`src/verilog/pulse_gen_cfg.svh`:
```
// constants for the paired pulse generator: mode codes, clock codes, widths
`ifndef PULSE_GEN_CFG_SVH
`define PULSE_GEN_CFG_SVH

// mode_select encodings of the even channel
`define MODE_CASCADE      2'h1
`define MODE_WIDE         2'h2

// clock_select encodings: peripheral clock divided by 1, 4, 16, 64
`define CLKSEL_DIV1       2'h0
`define CLKSEL_DIV4       2'h1
`define CLKSEL_DIV16      2'h2
`define CLKSEL_DIV64      2'h3

// shared prescale counter, cleared while no channel runs, and the masks that pick each rate
`define PRESCALE_BITS     6
`define PRESCALE_MASK4    6'h03
`define PRESCALE_MASK16   6'h0f
`define PRESCALE_MASK64   6'h3f

// reload field widths and reset values
`define RELOAD_BITS       8
`define COUNT_BITS        16
`define COUNT_RESET       16'h0000
`define RELOAD_PAD        8'h00

`endif

```
`src/verilog/pulse_gen_pkg.sv`:
```
// types shared by the paired pulse generator modules
package pulse_gen_pkg;

    // how the two channels are tied together
    typedef enum logic [1:0] {
        mode_single,
        mode_cascade,
        mode_wide
    } op_mode_t;

    // phase of one pulse channel counter
    typedef enum logic [1:0] {
        phase_idle,
        phase_low,
        phase_high
    } phase_t;

    typedef logic [1:0] clk_sel_t;

endpackage

```
`src/verilog/pulse_gen_tick_if.sv`:
```
// carrier between the top and the count clock divider
`timescale 1ns/1ns
`default_nettype none

interface pulse_gen_tick_if;
    logic [1:0] run;   // channel running, divider counts only while any runs
    logic [1:0] sel0;  // clock_select of channel 0
    logic [1:0] sel1;  // clock_select of channel 1
    logic [1:0] tick;  // one-cycle count clock enables, one per channel

    modport divider (input run, input sel0, input sel1, output tick);
    modport user    (output run, output sel0, output sel1, input tick);
endinterface

`default_nettype wire

```
`src/verilog/count_clock_divider.sv`:
```
// count clock divider: one-cycle enable pulses at the selected prescale
`timescale 1ns/1ns
`default_nettype none

`include "pulse_gen_cfg.svh"

module count_clock_divider (
    // clock and reset
    input  wire logic        clk,
    input  wire logic        reset_n,
    // selects in, ticks out
    pulse_gen_tick_if.divider tk
);
    import pulse_gen_pkg::*;

    logic [`PRESCALE_BITS-1:0] pre_q;

    // ---------------------------------------------------------------
    // shared prescale counter
    // ---------------------------------------------------------------
    // restarts while idle so the first period after a start is whole
    always_ff @(posedge clk or negedge reset_n) begin
        if (!reset_n) begin
            pre_q <= '0;
        end else if (tk.run == 2'b00) begin
            pre_q <= '0;
        end else begin
            pre_q <= pre_q + 1'b1;
        end
    end

    // ---------------------------------------------------------------
    // per channel rate pick
    // ---------------------------------------------------------------
    genvar gi;
    generate
        for (gi = 0; gi < 2; gi = gi + 1) begin : g_tick
            clk_sel_t sel;
            assign sel = (gi == 0) ? tk.sel0 : tk.sel1;
            always_comb begin
                case (sel)
                    `CLKSEL_DIV1:  tk.tick[gi] = tk.run[gi];
                    `CLKSEL_DIV4:  tk.tick[gi] = tk.run[gi]
                                               && ((pre_q & `PRESCALE_MASK4) == '0);
                    `CLKSEL_DIV16: tk.tick[gi] = tk.run[gi]
                                               && ((pre_q & `PRESCALE_MASK16) == '0);
                    default:       tk.tick[gi] = tk.run[gi]
                                               && ((pre_q & `PRESCALE_MASK64) == '0);
                endcase
            end
        end
    endgenerate

endmodule // count_clock_divider

`default_nettype wire

```
`src/verilog/pulse_gen_channel.sv`:
```
// one pulse channel: down counter alternating low and high widths
`timescale 1ns/1ns
`default_nettype none

`include "pulse_gen_cfg.svh"

module pulse_gen_channel (
    // clock and reset
    input  wire logic                    clk,
    input  wire logic                    reset_n,
    // control
    input  wire logic                    run,
    input  wire logic                    tick,
    // widths, reload value plus one ticks each
    input  wire logic [`COUNT_BITS-1:0]  low_width,
    input  wire logic [`COUNT_BITS-1:0]  high_width,
    // results
    output logic                         level,
    output logic                         low_end,
    output logic                         high_end
);
    import pulse_gen_pkg::*;

    phase_t                  phase_q;
    logic [`COUNT_BITS-1:0]  count_q;
    logic [`COUNT_BITS-1:0]  high_buf_q;
    logic                    expire;

    assign expire   = run && tick && (count_q == `COUNT_RESET);
    assign low_end  = expire && (phase_q == phase_low);
    assign high_end = expire && (phase_q == phase_high);
    assign level    = (phase_q == phase_high);

    // ---------------------------------------------------------------
    // counter and phase
    // ---------------------------------------------------------------
    // widths load at the start moment, not at the enable; the high width
    // is buffered with the low one so a pair always stays matched
    always_ff @(posedge clk or negedge reset_n) begin
        if (!reset_n) begin
            phase_q    <= phase_idle;
            count_q    <= `COUNT_RESET;
            high_buf_q <= `COUNT_RESET;
        end else if (!run) begin
            phase_q    <= phase_idle;
            count_q    <= `COUNT_RESET;
        end else begin
            case (phase_q)
                phase_idle: begin
                    phase_q    <= phase_low;
                    count_q    <= low_width;
                    high_buf_q <= high_width;
                end
                phase_low: begin
                    if (tick) begin
                        if (count_q == `COUNT_RESET) begin
                            phase_q <= phase_high;
                            count_q <= high_buf_q;
                        end else begin
                            count_q <= count_q - 1'b1;
                        end
                    end
                end
                phase_high: begin
                    if (tick) begin
                        if (count_q == `COUNT_RESET) begin
                            phase_q    <= phase_low;
                            count_q    <= low_width;
                            high_buf_q <= high_width;
                        end else begin
                            count_q <= count_q - 1'b1;
                        end
                    end
                end
                default: begin
                    phase_q <= phase_idle;
                end
            endcase
        end
    end

endmodule // pulse_gen_channel

`default_nettype wire

```
`src/verilog/paired_channel_pulse_generator.sv`:
```
// paired pulse generator: cascaded 8+8 and combined 16-bit modes
`timescale 1ns/1ns
`default_nettype none

`include "pulse_gen_cfg.svh"

module paired_channel_pulse_generator (
    // clock and reset
    input  wire logic                         clk,
    input  wire logic                         reset_n,
    // run enables, written together by software
    input  wire logic                         channel0_run_enable,
    input  wire logic                         channel1_run_enable,
    // control for both channels; mode_select is the even channel's field
    input  wire logic [1:0]                   mode_select,
    input  wire pulse_gen_pkg::clk_sel_t      clock_select_ch0,
    input  wire pulse_gen_pkg::clk_sel_t      clock_select_ch1,
    input  wire logic [1:0]                   interrupt_timing,
    input  wire logic [1:0]                   interrupt_enable,
    input  wire logic                         polarity_invert_ch0,
    input  wire logic                         polarity_invert_ch1,
    // reload values per channel
    input  wire logic [`RELOAD_BITS-1:0]      low_width_reload_ch0,
    input  wire logic [`RELOAD_BITS-1:0]      high_width_reload_ch0,
    input  wire logic [`RELOAD_BITS-1:0]      low_width_reload_ch1,
    input  wire logic [`RELOAD_BITS-1:0]      high_width_reload_ch1,
    // software write of zero to an underflow flag, one-cycle pulse
    input  wire logic [1:0]                   underflow_flag_clear,
    // status and interrupt
    output logic [1:0]                        underflow_flag,
    output logic [1:0]                        interrupt_request,
    // pulse pins
    output logic [1:0]                        pulse_out
);
    import pulse_gen_pkg::*;

    // ---------------------------------------------------------------
    // mode decode
    // ---------------------------------------------------------------
    op_mode_t mode;

    // only the even channel's field decides the pairing
    always_comb begin
        case (mode_select)
            `MODE_CASCADE: mode = mode_cascade;
            `MODE_WIDE:    mode = mode_wide;
            default:       mode = mode_single;
        endcase
    end

    // ---------------------------------------------------------------
    // count clock enables
    // ---------------------------------------------------------------
    pulse_gen_tick_if tk ();

    logic                        run0;
    logic                        run1;
    logic                        tick0;
    logic                        out_go_q;
    logic                        pre_low_end;
    logic                        pre_high_end;
    logic                        out_low_end;
    logic                        out_high_end;
    logic                        pre_level;
    logic                        out_level;

    // in the joined mode the odd counter is unused: one 16-bit counter
    // in channel 0 does the work, fed by channel 0's clock_select
    assign tk.run[0] = run0 && (mode != mode_cascade);
    assign tk.run[1] = run1;
    assign tk.sel0   = clock_select_ch0;
    assign tk.sel1   = clock_select_ch1;

    count_clock_divider u_div (
        .clk     (clk),
        .reset_n (reset_n),
        .tk      (tk.divider)
    );

    // cascade: the even clock_select is not looked at, the output side
    // steps on every edge of the prescaler output instead
    always_comb begin
        if (mode == mode_cascade) begin
            tick0 = pre_low_end || pre_high_end;
        end else begin
            tick0 = tk.tick[0];
        end
    end

    // ---------------------------------------------------------------
    // run control
    // ---------------------------------------------------------------
    // in single mode each channel follows its own enable, so enables set or cleared in
    // separate writes shift the two channels against each other
    assign run1 = channel1_run_enable && (mode != mode_wide);
    assign run0 = channel0_run_enable
               && ((mode != mode_cascade) || out_go_q);

    // output side is held until the first prescaler low width is over
    always_ff @(posedge clk or negedge reset_n) begin
        if (!reset_n) begin
            out_go_q <= 1'b0;
        end else if (!channel0_run_enable || !channel1_run_enable
                     || (mode != mode_cascade)) begin
            out_go_q <= 1'b0;
        end else if (pre_low_end) begin
            out_go_q <= 1'b1;
        end
    end

    // ---------------------------------------------------------------
    // width selection
    // ---------------------------------------------------------------
    logic [`COUNT_BITS-1:0] low_w0;
    logic [`COUNT_BITS-1:0] high_w0;
    logic [`COUNT_BITS-1:0] low_w1;
    logic [`COUNT_BITS-1:0] high_w1;

    // joined mode: odd pair forms the low width, even pair the high width
    always_comb begin
        if (mode == mode_wide) begin
            low_w0  = {high_width_reload_ch1, low_width_reload_ch1};
            high_w0 = {high_width_reload_ch0, low_width_reload_ch0};
        end else begin
            low_w0  = {`RELOAD_PAD, low_width_reload_ch0};
            high_w0 = {`RELOAD_PAD, high_width_reload_ch0};
        end
    end

    assign low_w1  = {`RELOAD_PAD, low_width_reload_ch1};
    assign high_w1 = {`RELOAD_PAD, high_width_reload_ch1};

    // ---------------------------------------------------------------
    // the two counters
    // ---------------------------------------------------------------
    // channel 0 is the output side in cascade and the whole counter
    // when joined; with unequal prescaler widths an odd output count
    // lands on an uneven mix of low and high periods
    pulse_gen_channel u_out (
        .clk        (clk),
        .reset_n    (reset_n),
        .run        (run0),
        .tick       (tick0),
        .low_width  (low_w0),
        .high_width (high_w0),
        .level      (out_level),
        .low_end    (out_low_end),
        .high_end   (out_high_end)
    );

    // channel 1 is the prescaler side in cascade, its own clock always
    pulse_gen_channel u_pre (
        .clk        (clk),
        .reset_n    (reset_n),
        .run        (run1),
        .tick       (tk.tick[1]),
        .low_width  (low_w1),
        .high_width (high_w1),
        .level      (pre_level),
        .low_end    (pre_low_end),
        .high_end   (pre_high_end)
    );

    // ---------------------------------------------------------------
    // underflow flags and interrupt requests
    // ---------------------------------------------------------------
    logic [1:0] low_ev;
    logic [1:0] high_ev;
    logic [1:0] flag_q;
    logic [1:0] irq_q;

    // joined mode drives both flags from the single combined counter
    always_comb begin
        low_ev[0]  = out_low_end;
        high_ev[0] = out_high_end;
        if (mode == mode_wide) begin
            low_ev[1]  = out_low_end;
            high_ev[1] = out_high_end;
        end else begin
            low_ev[1]  = pre_low_end;
            high_ev[1] = pre_high_end;
        end
    end

    genvar gi;
    generate
        for (gi = 0; gi < 2; gi = gi + 1) begin : g_flag
            logic set_ev;

            // timing 0 counts both pulse ends, timing 1 only the high end
            assign set_ev = high_ev[gi]
                         || (!interrupt_timing[gi] && low_ev[gi]);

            // a set in the clearing cycle wins so no underflow is lost
            always_ff @(posedge clk or negedge reset_n) begin
                if (!reset_n) begin
                    flag_q[gi] <= 1'b0;
                end else if (set_ev) begin
                    flag_q[gi] <= 1'b1;
                end else if (underflow_flag_clear[gi]) begin
                    flag_q[gi] <= 1'b0;
                end
            end

            // request follows flag and enable, one cycle behind the flag
            always_ff @(posedge clk or negedge reset_n) begin
                if (!reset_n) begin
                    irq_q[gi] <= 1'b0;
                end else begin
                    irq_q[gi] <= flag_q[gi] && interrupt_enable[gi];
                end
            end
        end
    endgenerate

    assign underflow_flag    = flag_q;
    assign interrupt_request = irq_q;

    // ---------------------------------------------------------------
    // output pins
    // ---------------------------------------------------------------
    logic [1:0] pin_q;

    // registered so the pins never glitch on decode changes; stopped
    // channels rest low, or high when inverted
    always_ff @(posedge clk or negedge reset_n) begin
        if (!reset_n) begin
            pin_q <= 2'b00;
        end else begin
            pin_q[0] <= out_level ^ polarity_invert_ch0;
            if (mode == mode_wide) begin
                pin_q[1] <= out_level ^ polarity_invert_ch1;
            end else begin
                pin_q[1] <= pre_level ^ polarity_invert_ch1;
            end
        end
    end

    assign pulse_out = pin_q;

endmodule // paired_channel_pulse_generator

`default_nettype wire

```
`config.mk`:
```
export PLATFORM = sky130hd
export DESIGN_NAME = paired_channel_pulse_generator
export DESIGN_NICKNAME = d
export VERILOG_FILES = /design/src/verilog/pulse_gen_pkg.sv /design/src/verilog/pulse_gen_tick_if.sv /design/src/verilog/count_clock_divider.sv /design/src/verilog/pulse_gen_channel.sv /design/src/verilog/paired_channel_pulse_generator.sv
export VERILOG_INCLUDE_DIRS = /design/src /design/src/verilog
export SDC_FILE = /design/constraint.sdc
export NUM_CORES = 1
export LEC_CHECK = 0
export BUFFER_PORTS_ARGS = -buffer_cell sky130_fd_sc_hd__clkbuf_2
export CAP_MARGIN = 20
export CORE_AREA = 3 3 101 103
export DETAILED_ROUTE_END_ITERATION = 10
export DIE_AREA = 0 0 104 106
export PLACE_DENSITY = 0.69
export SKIP_CTS_REPAIR_TIMING = 1
export SYNTH_ARGS = -nofsm -noshare
export SYNTH_HDL_FRONTEND = slang
export SYNTH_SLANG_ARGS = --single-unit
```
`constraint.sdc`:
```
create_clock -name clk -period 4.1 [get_ports clk]
set_clock_uncertainty 0.1 [all_clocks]
set_input_delay 1.025 -clock clk [delete_from_list [all_inputs] [get_ports clk]]
set_output_delay 1.025 -clock clk [all_outputs]
set_load 0.005 [all_outputs]
```
Yosys cells after proc, flatten, opt, wreduce, memory -nomap -nowiden
Cells that the tools add are included.
Widths: inputs -> output; s select.
{"block": "word_totals", "reg_bits": 81, "out_inout_bits": 6, "word_cells": 145}
{"block": "op_classes", "addsub": 3, "n_eq_ne": 28, "mux": 46, "n_bitwise": 3, "reduce_logical": 52}
{"cell": "$mux 16", "n": 16}
{"cell": "$pmux 16 s3", "n": 2}
{"cell": "$pmux 16 s2", "n": 2}
{"cell": "$logic_not 16->1", "n": 2}
{"cell": "$sub 16x1->16 const B", "n": 2}
{"cell": "$logic_and 1x1->1", "n": 21}
{"cell": "$mux 2", "n": 10}
{"cell": "$logic_not 6->1", "n": 3}
{"cell": "$reduce_and 4->1", "n": 4}
{"cell": "$ne 3x3->1 const B", "n": 5}
{"cell": "$eq 2x1->1 const B", "n": 6}
{"cell": "$eq 2x2->1 const B", "n": 6}
{"cell": "$pmux 2 s3", "n": 2}
{"cell": "$logic_not 2->1", "n": 5}
{"cell": "$mux 1", "n": 10}
{"cell": "$ne 2x1->1 const B", "n": 5}
{"cell": "$reduce_bool 2->1", "n": 5}
{"cell": "$ne 3x2->1 const B", "n": 3}
{"cell": "$add 6x1->6 const B", "n": 1}
{"cell": "$logic_or 1x1->1", "n": 6}
{"cell": "$mux 6", "n": 1}
{"cell": "$pmux 1 s3", "n": 2}
{"cell": "$reduce_and 3->1", "n": 2}
{"cell": "$logic_not 1->1", "n": 4}
{"cell": "5 further kinds", "n": 7}

Longest topological paths before layout
{"block": "depth", "depth_word": 18, "ltp_mapped": 10}

Modules after synthesis
From an unflattened synthesis, not the netlist that was laid out.
{"block": "unflattened", "hier_cells": 564, "area_unflattened_um2": 5614.1}
{"mod": "pulse_gen_channel (u_out)", "n_inst": 1, "cells_each": 225, "area_per_inst_um2": 2255.9, "seq_area_each_um2": 850.8}
{"mod": "pulse_gen_channel (u_pre)", "n_inst": 1, "cells_each": 224, "area_per_inst_um2": 2198.4, "seq_area_each_um2": 850.8}
{"mod": "paired_channel_pulse_generator", "n_inst": 1, "cells_each": 69, "area_per_inst_um2": 703.2, "seq_area_each_um2": 175.2}
{"mod": "count_clock_divider", "n_inst": 1, "cells_each": 46, "area_per_inst_um2": 456.7, "seq_area_each_um2": 150.1}

Worst setup path before layout
No wires, ideal clock.
{"block": "synth_path", "kind": "in2reg", "from": "input clock_select_ch1[0]", "to": "register u_pre.count_q[11]", "setup_ps": 104, "t_arrival_ps": 2866, "setup_slack_ps": 1031, "stages": 8, "path_buffers": 0, "path_cell_list": "inv_1 -> ha_1 -> or3_4 -> a21oi_4 -> or3_4 -> a21oi_4 -> or4_4 -> o41ai_2"}
{"block": "synth_between", "elab_chain_len": 4}
{"element": "start, declared", "line": "paired_channel_pulse_generator.sv:17", "source": "input wire pulse_gen_pkg::clk_sel_t clock_select_ch1,"}
{"element": "$eq 2x2->1 (tied with other cells)", "line": "count_clock_divider.sv:41", "source": "case (sel)"}
{"element": "$pmux 1 s3 (*)", "line": "count_clock_divider.sv:41"}
{"element": "$ne 3x3->1 (no source line)"}
{"element": "$reduce_and 3->1 (no source line) (*)"}
{"element": "end signal, assigned", "line": "pulse_gen_channel.sv:42", "source": "count_q <= `COUNT_RESET;"}
{"element": "end signal, assigned", "line": "pulse_gen_channel.sv:46", "source": "count_q <= `COUNT_RESET;"}
{"element": "end signal, assigned", "line": "pulse_gen_channel.sv:51", "source": "count_q <= low_width;"}
{"element": "end, declared", "line": "pulse_gen_channel.sv:25", "source": "logic [`COUNT_BITS-1:0] count_q;"}
Every way passes the cells marked *; elsewhere a longest branch is shown, timed or not.
A chain may end at the register's enable or synchronous reset.

Worst setup path in the final report
{"block": "layout_path", "from": "input clock_select_ch1[0]", "to": "register u_pre.high_buf_q[6]"}
{"block": "layout_between", "elab_chain_len": 4}
{"element": "$eq 2x2->1 (tied with other cells)", "line": "count_clock_divider.sv:41"}
{"element": "$pmux 1 s3 (*)", "line": "count_clock_divider.sv:41"}
{"element": "$ne 2x1->1 (no source line) (*)"}
{"element": "$reduce_and 4->1 (no source line) (*)"}
{"element": "end signal, assigned", "line": "pulse_gen_channel.sv:43", "source": "high_buf_q <= `COUNT_RESET;"}
{"element": "end signal, assigned", "line": "pulse_gen_channel.sv:52", "source": "high_buf_q <= high_width;"}
{"element": "end signal, assigned", "line": "pulse_gen_channel.sv:69", "source": "high_buf_q <= high_width;"}
{"element": "end, declared", "line": "pulse_gen_channel.sv:26", "source": "logic [`COUNT_BITS-1:0] high_buf_q;"}
Marked as above.

==> flow_summary.html <==
<table>
<tr><th>Metric</th><th>Value</th></tr>
<tr><th colspan="2">Run status</th></tr>
<tr><td>Outcome</td><td>completed</td></tr>
<tr><th colspan="2">Die</th></tr>
<tr><td>Number of top-level pins</td><td>56</td></tr>
<tr><td>Initial Utilization</td><td>0.498</td></tr>
<tr><td>Core box area</td><td>a little over 9000 µm²</td></tr>
<tr><td>Area enclosed by the die boundary</td><td>about 11000 µm²</td></tr>
<tr><td>Die width</td><td>104 µm</td></tr>
<tr><td>Chip height</td><td>106 µm</td></tr>
<tr><td>Site Rows</td><td>35</td></tr>
<tr><th colspan="2">Clock network</th></tr>
<tr><td>Clock buffers created by TritonCTS</td><td>9</td></tr>
<tr><td>Clock sink count</td><td>between 70 and 80</td></tr>
<tr><td>Clock tree from TritonCTS</td><td>yes</td></tr>
<tr><td>Clock network latency to the later pin of the worst-skew pair</td><td>between 0.3 and 0.4 ns</td></tr>
<tr><td>Maximum root-to-sink buffer count</td><td>2</td></tr>
<tr><td>Clock edge transition at the registers on the reported setup and hold paths</td><td>roughly 0.080 ns</td></tr>
<tr><td>Master cell of the clock root buffer</td><td>clkbuf_8</td></tr>
<tr><td>CTS H-tree lvls</td><td>3</td></tr>
<tr><th colspan="2">Synthesis</th></tr>
<tr><td>Main flop type after synthesis</td><td>dfrtp_1</td></tr>
<tr><td>Yosys reg bits</td><td>between 70 and 80</td></tr>
<tr><td>Number of warning messages in the yosys log</td><td>0</td></tr>
<tr><td>Gate count after technology mapping</td><td>501</td></tr>
<tr><td>Proportion of synthesized chip area in sequential cells</td><td>0.395</td></tr>
<tr><td>Number of distinct library cells after synthesis</td><td>65</td></tr>
<tr><td>Synthesized area divided by synthesized cell count</td><td>about 9 µm²</td></tr>
<tr><td>Number of flops mapped to enable cells by yosys</td><td>0</td></tr>
<tr><td>Number of nets in the synthesized netlist</td><td>approximately 570</td></tr>
<tr><td>Area of the mapped netlist</td><td>4620 µm²</td></tr>
<tr><td>Synth async-reset ratio</td><td>1.00</td></tr>
<tr><th colspan="2">Place</th></tr>
<tr><td>Hpwl dp</td><td>between 8000 and 9000 µm</td></tr>
<tr><td>Minimum setup slack after placement</td><td>0.734 ns</td></tr>
<tr><td>Total of buffers placed on input and output ports</td><td>55</td></tr>
<tr><td>Gpl congestion</td><td>0.868</td></tr>
<tr><td>Number of placed instances with taps included</td><td>between 600 and 700</td></tr>
<tr><td>Placed standard-cell area</td><td>between 4000 and 5000 µm²</td></tr>
<tr><th colspan="2">STA</th></tr>
<tr><td>Number of max-slew violations in the final report</td><td>0</td></tr>
<tr><td>Worst path setup slack after routing</td><td>approximately 1.1 ns</td></tr>
<tr><td>Final setup violation count</td><td>0</td></tr>
<tr><td>Minimum period implied by the final worst setup slack</td><td>2.99 ns</td></tr>
<tr><td>Sum Neg Setup Slack</td><td>0 ns</td></tr>
<tr><td>Measured slew at the worst slew-check pin</td><td>between 0.9 and 1 ns</td></tr>
<tr><td>Relative slew slack</td><td>0.372</td></tr>
<tr><td>RSZ-0062 raised after global routing</td><td>no</td></tr>
<tr><td>Fmax</td><td>approximately 330 MHz</td></tr>
<tr><td>Portion of the clock cycle consumed by the worst path in the final layout</td><td>0.729</td></tr>
<tr><td>Final number of hold-violating endpoints</td><td>0</td></tr>
<tr><td>Worst hold margin</td><td>slightly below 0.4 ns</td></tr>
<tr><th colspan="2">Routing</th></tr>
<tr><td>Iteration-0 DRC count of the detailed router</td><td>approximately 240</td></tr>
<tr><td>Avg Vias per Cell</td><td>5.97</td></tr>
<tr><td>Routed WL per cell</td><td>17.3 µm</td></tr>
<tr><td>Routed Wire Length</td><td>11800 µm</td></tr>
<tr><td>Residual antenna-violating net count after detailed routing</td><td>0</td></tr>
<tr><td>Number of vias in the routed layout</td><td>slightly above 4000</td></tr>
<tr><td>Remaining design rule violation count</td><td>0</td></tr>
<tr><td>Pre-Repair DR Iteration Count</td><td>5</td></tr>
<tr><th colspan="2">Finish</th></tr>
<tr><td>Post-layout nets</td><td>between 600 and 700</td></tr>
<tr><td>ANT cells</td><td>0</td></tr>
<tr><td>Share of layout cells above drive strength 1</td><td>0.190</td></tr>
<tr><td>Final non-filler cell area</td><td>between 5000 and 6000 µm²</td></tr>
<tr><td>Synthesis-to-layout area growth</td><td>11.6%</td></tr>
<tr><td>Final std cells w/o fill</td><td>between 600 and 700</td></tr>
<tr><th colspan="2">Min path</th></tr>
<tr><td>Hold EP</td><td>u_div.pre_q[0]$_DFF_PN0_</td></tr>
<tr><td>Start point of the worst hold path</td><td>u_div.pre_q[0]$_DFF_PN0_</td></tr>
<tr><td>Min-Delay Path Class</td><td>flip-flop to flip-flop</td></tr>
<tr><td>Hold path depth</td><td>1</td></tr>
<tr><th colspan="2">Worst setup path</th></tr>
<tr><td>FF-to-FF setup slack</td><td>between 1 and 1.5 ns</td></tr>
<tr><td>Worst r2r dst</td><td>u_out.count_q[1]$_DFFE_PN0P_</td></tr>
<tr><td>Worst Setup Path Type</td><td>input port to flip-flop</td></tr>
<tr><td>Beginning of the worst register-to-register path</td><td>u_out.count_q[0]$_DFFE_PN0P_</td></tr>
<tr><td>Top fanout value on the critical path</td><td>8</td></tr>
<tr><td>Arrival time at the worst endpoint</td><td>approximately 3.1 ns</td></tr>
<tr><td>Required time of the critical path</td><td>4.23 ns</td></tr>
<tr><td>Crit start category</td><td>input port</td></tr>
<tr><td>Type of element capturing the critical path</td><td>flip-flop</td></tr>
<tr><td>Number of cells on the worst reg-to-reg path</td><td>8</td></tr>
<tr><th colspan="2">Pwr</th></tr>
<tr><td>Ratio of total power to cell area</td><td>683 nW/µm²</td></tr>
<tr><td>Maximum vdd ir drop</td><td>between 200 and 300 µV</td></tr>
<tr><td>Static Leak</td><td>about 2.3 nW</td></tr>
<tr><th colspan="2">GRT</th></tr>
<tr><td>Wire length of the first global-routing pass</td><td>between 15000 and 20000 µm</td></tr>
<tr><td>Overall fraction of global-route tracks in use</td><td>0.223</td></tr>
<tr><td>Overall overflow remaining after global route</td><td>0</td></tr>
<tr><td>Largest net degree at the start of global routing</td><td>74</td></tr>
<tr><td>Antenna violations before repair</td><td>0</td></tr>
<tr><td>Number of global-route vias before repair</td><td>around 4000</td></tr>
<tr><th colspan="2">Run</th></tr>
<tr><td>Number of maximum-capacitance constraint violations</td><td>0</td></tr>
</table>
[cells in the mapped netlist (5+ instances only)]
master / n / share of area
o21ai_0: 53 / 0.057
a22oi_1: 9 / 0.015
mux2i_1: 17 / 0.037
a31o_2: 5 / 0.0095
clkbuf_1: 11 / 0.0089
nor4_1: 8 / 0.011
and2_1: 5 / 0.0068
a21oi_1: 31 / 0.034
dfrtp_1: 73 / 0.40
a22o_1: 14 / 0.027
nand2_1: 44 / 0.036
nand2b_1: 5 / 0.0068
mux2_2: 8 / 0.019
nand3_1: 8 / 0.0087
inv_1: 24 / 0.019
xor2_1: 8 / 0.015
o2bb2ai_1: 6 / 0.011
nor2_1: 36 / 0.029
buf_2: 7 / 0.0076
ha_1: 20 / 0.054
nor3_1: 19 / 0.021
[worst max-delay path by stage]
stage,startpoint,endpoint,slack [ns],cells past startpoint
6_report,clock_select_ch1[0],u_pre.high_buf_q[6]$_DFFE_PN0P_,1.11,9
5_1_grt,u_out.count_q[0]$_DFFE_PN0P_,u_out.count_q[3]$_DFFE_PN0P_,0.93,8
4_1_cts,clock_select_ch1[0],u_pre.high_buf_q[5]$_DFFE_PN0P_,1.10,9
3_5_place_dp,clock_select_ch1[0],u_pre.high_buf_q[5]$_DFFE_PN0P_,0.73,9
3_3_place_gp,clock_select_ch1[0],u_pre.count_q[11]$_DFFE_PN0P_,0.80,9
2_1_floorplan,clock_select_ch1[0],u_pre.count_q[11]$_DFFE_PN0P_,1.03,8
[worst max-delay path: stages]
cell and delay [ns]:
clkbuf_2 0.09, inv_1 0.05, ha_1 0.31, or3_4 0.35, a21oi_4 0.22, o21a_1 0.24
mux2i_1 0.11, nor2_2 0.34, mux2_2 0.39
[cells in the final DEF, fill, tap and decap left out, types with 4 or more instances in the layout]
master / instances
mux2i_1: 17
and2_1: 5
ha_1: 20
clkbuf_2: 54
a31oi_1: 4
buf_4: 5
clkbuf_8: 10
a22o_1: 14
a21oi_1: 31
o21ai_1: 4
o31ai_1: 4
a211oi_1: 4
xnor2_1: 4
o2bb2ai_1: 6
nor4_1: 8
o21ai_0: 53
nand2_1: 44
nor3_1: 19
xor2_1: 8
nor2_1: 36
o21a_1: 4
inv_1: 24
nand3_1: 8
a32o_1: 4
a22oi_1: 9
a31o_2: 5
dfrtp_1: 73
nand2b_1: 5
mux2_2: 8
[report_power, final]
| group | switching [mW] | internal, mW |
|---|---|---|
| registers | 0.212 | 0.931 |
| logic | 1.12 | 0.690 |
| clock network | 0.281 | 0.293 |
| total | 1.61 | 1.92 |
[metal layers]
layer	GRT usage	vias to the layer above	wire, µm
met5	0	-	0
met1	0.323	1971	5720
met4	0.0627	0	161
met3	0.0413	18	740
li1	-	1940	-
met2	0.342	134	5160
[flip-flops by register name (all words and copies together) (netlist names)]
signal and flops:
u_out.count_q 16, u_out.high_buf_q 16, u_pre.count_q 16, u_pre.high_buf_q 8
u_div.pre_q 6, interrupt_request 2, pulse_out 2, u_out.phase_q 2
u_pre.phase_q 2, underflow_flag 2, out_go_q 1
[area by class of cell]
class / count / area, µm²
fill: 881 / 4120
clock buffer: 10 / 138
timing repair buffer: 59 / 308
clock inverter: 5 / 56.3
multi-input combinational: 381 / 2580
sequential: 73 / 1830
tap: 129 / 161
inverter: 24 / 90.1
[logic make-up (layout without fill, tap and decap cells)]
kind of cell | count (synthesis) | count (layout) | synth area share
fa+ha+maj | 20 | 20 | 0.0541
compound gates | 166 | 166 | 0.242
mux | 25 | 25 | 0.0563
simple gates | 158 | 158 | 0.183
buf+inv | 47 | 98 | 0.0465
xor+xnor | 12 | 12 | 0.0227
flops | 73 | 73 | 0.395
[through the flow]
step           utilization  power [mW]
3_5_place_dp         0.535        2.93
5_1_grt              0.556        3.80
2_1_floorplan            -        2.52
4_1_cts              0.556        3.52
6_report             0.556        3.52
3_3_place_gp         0.535        2.89
Power figures use the tool's default switching activity.
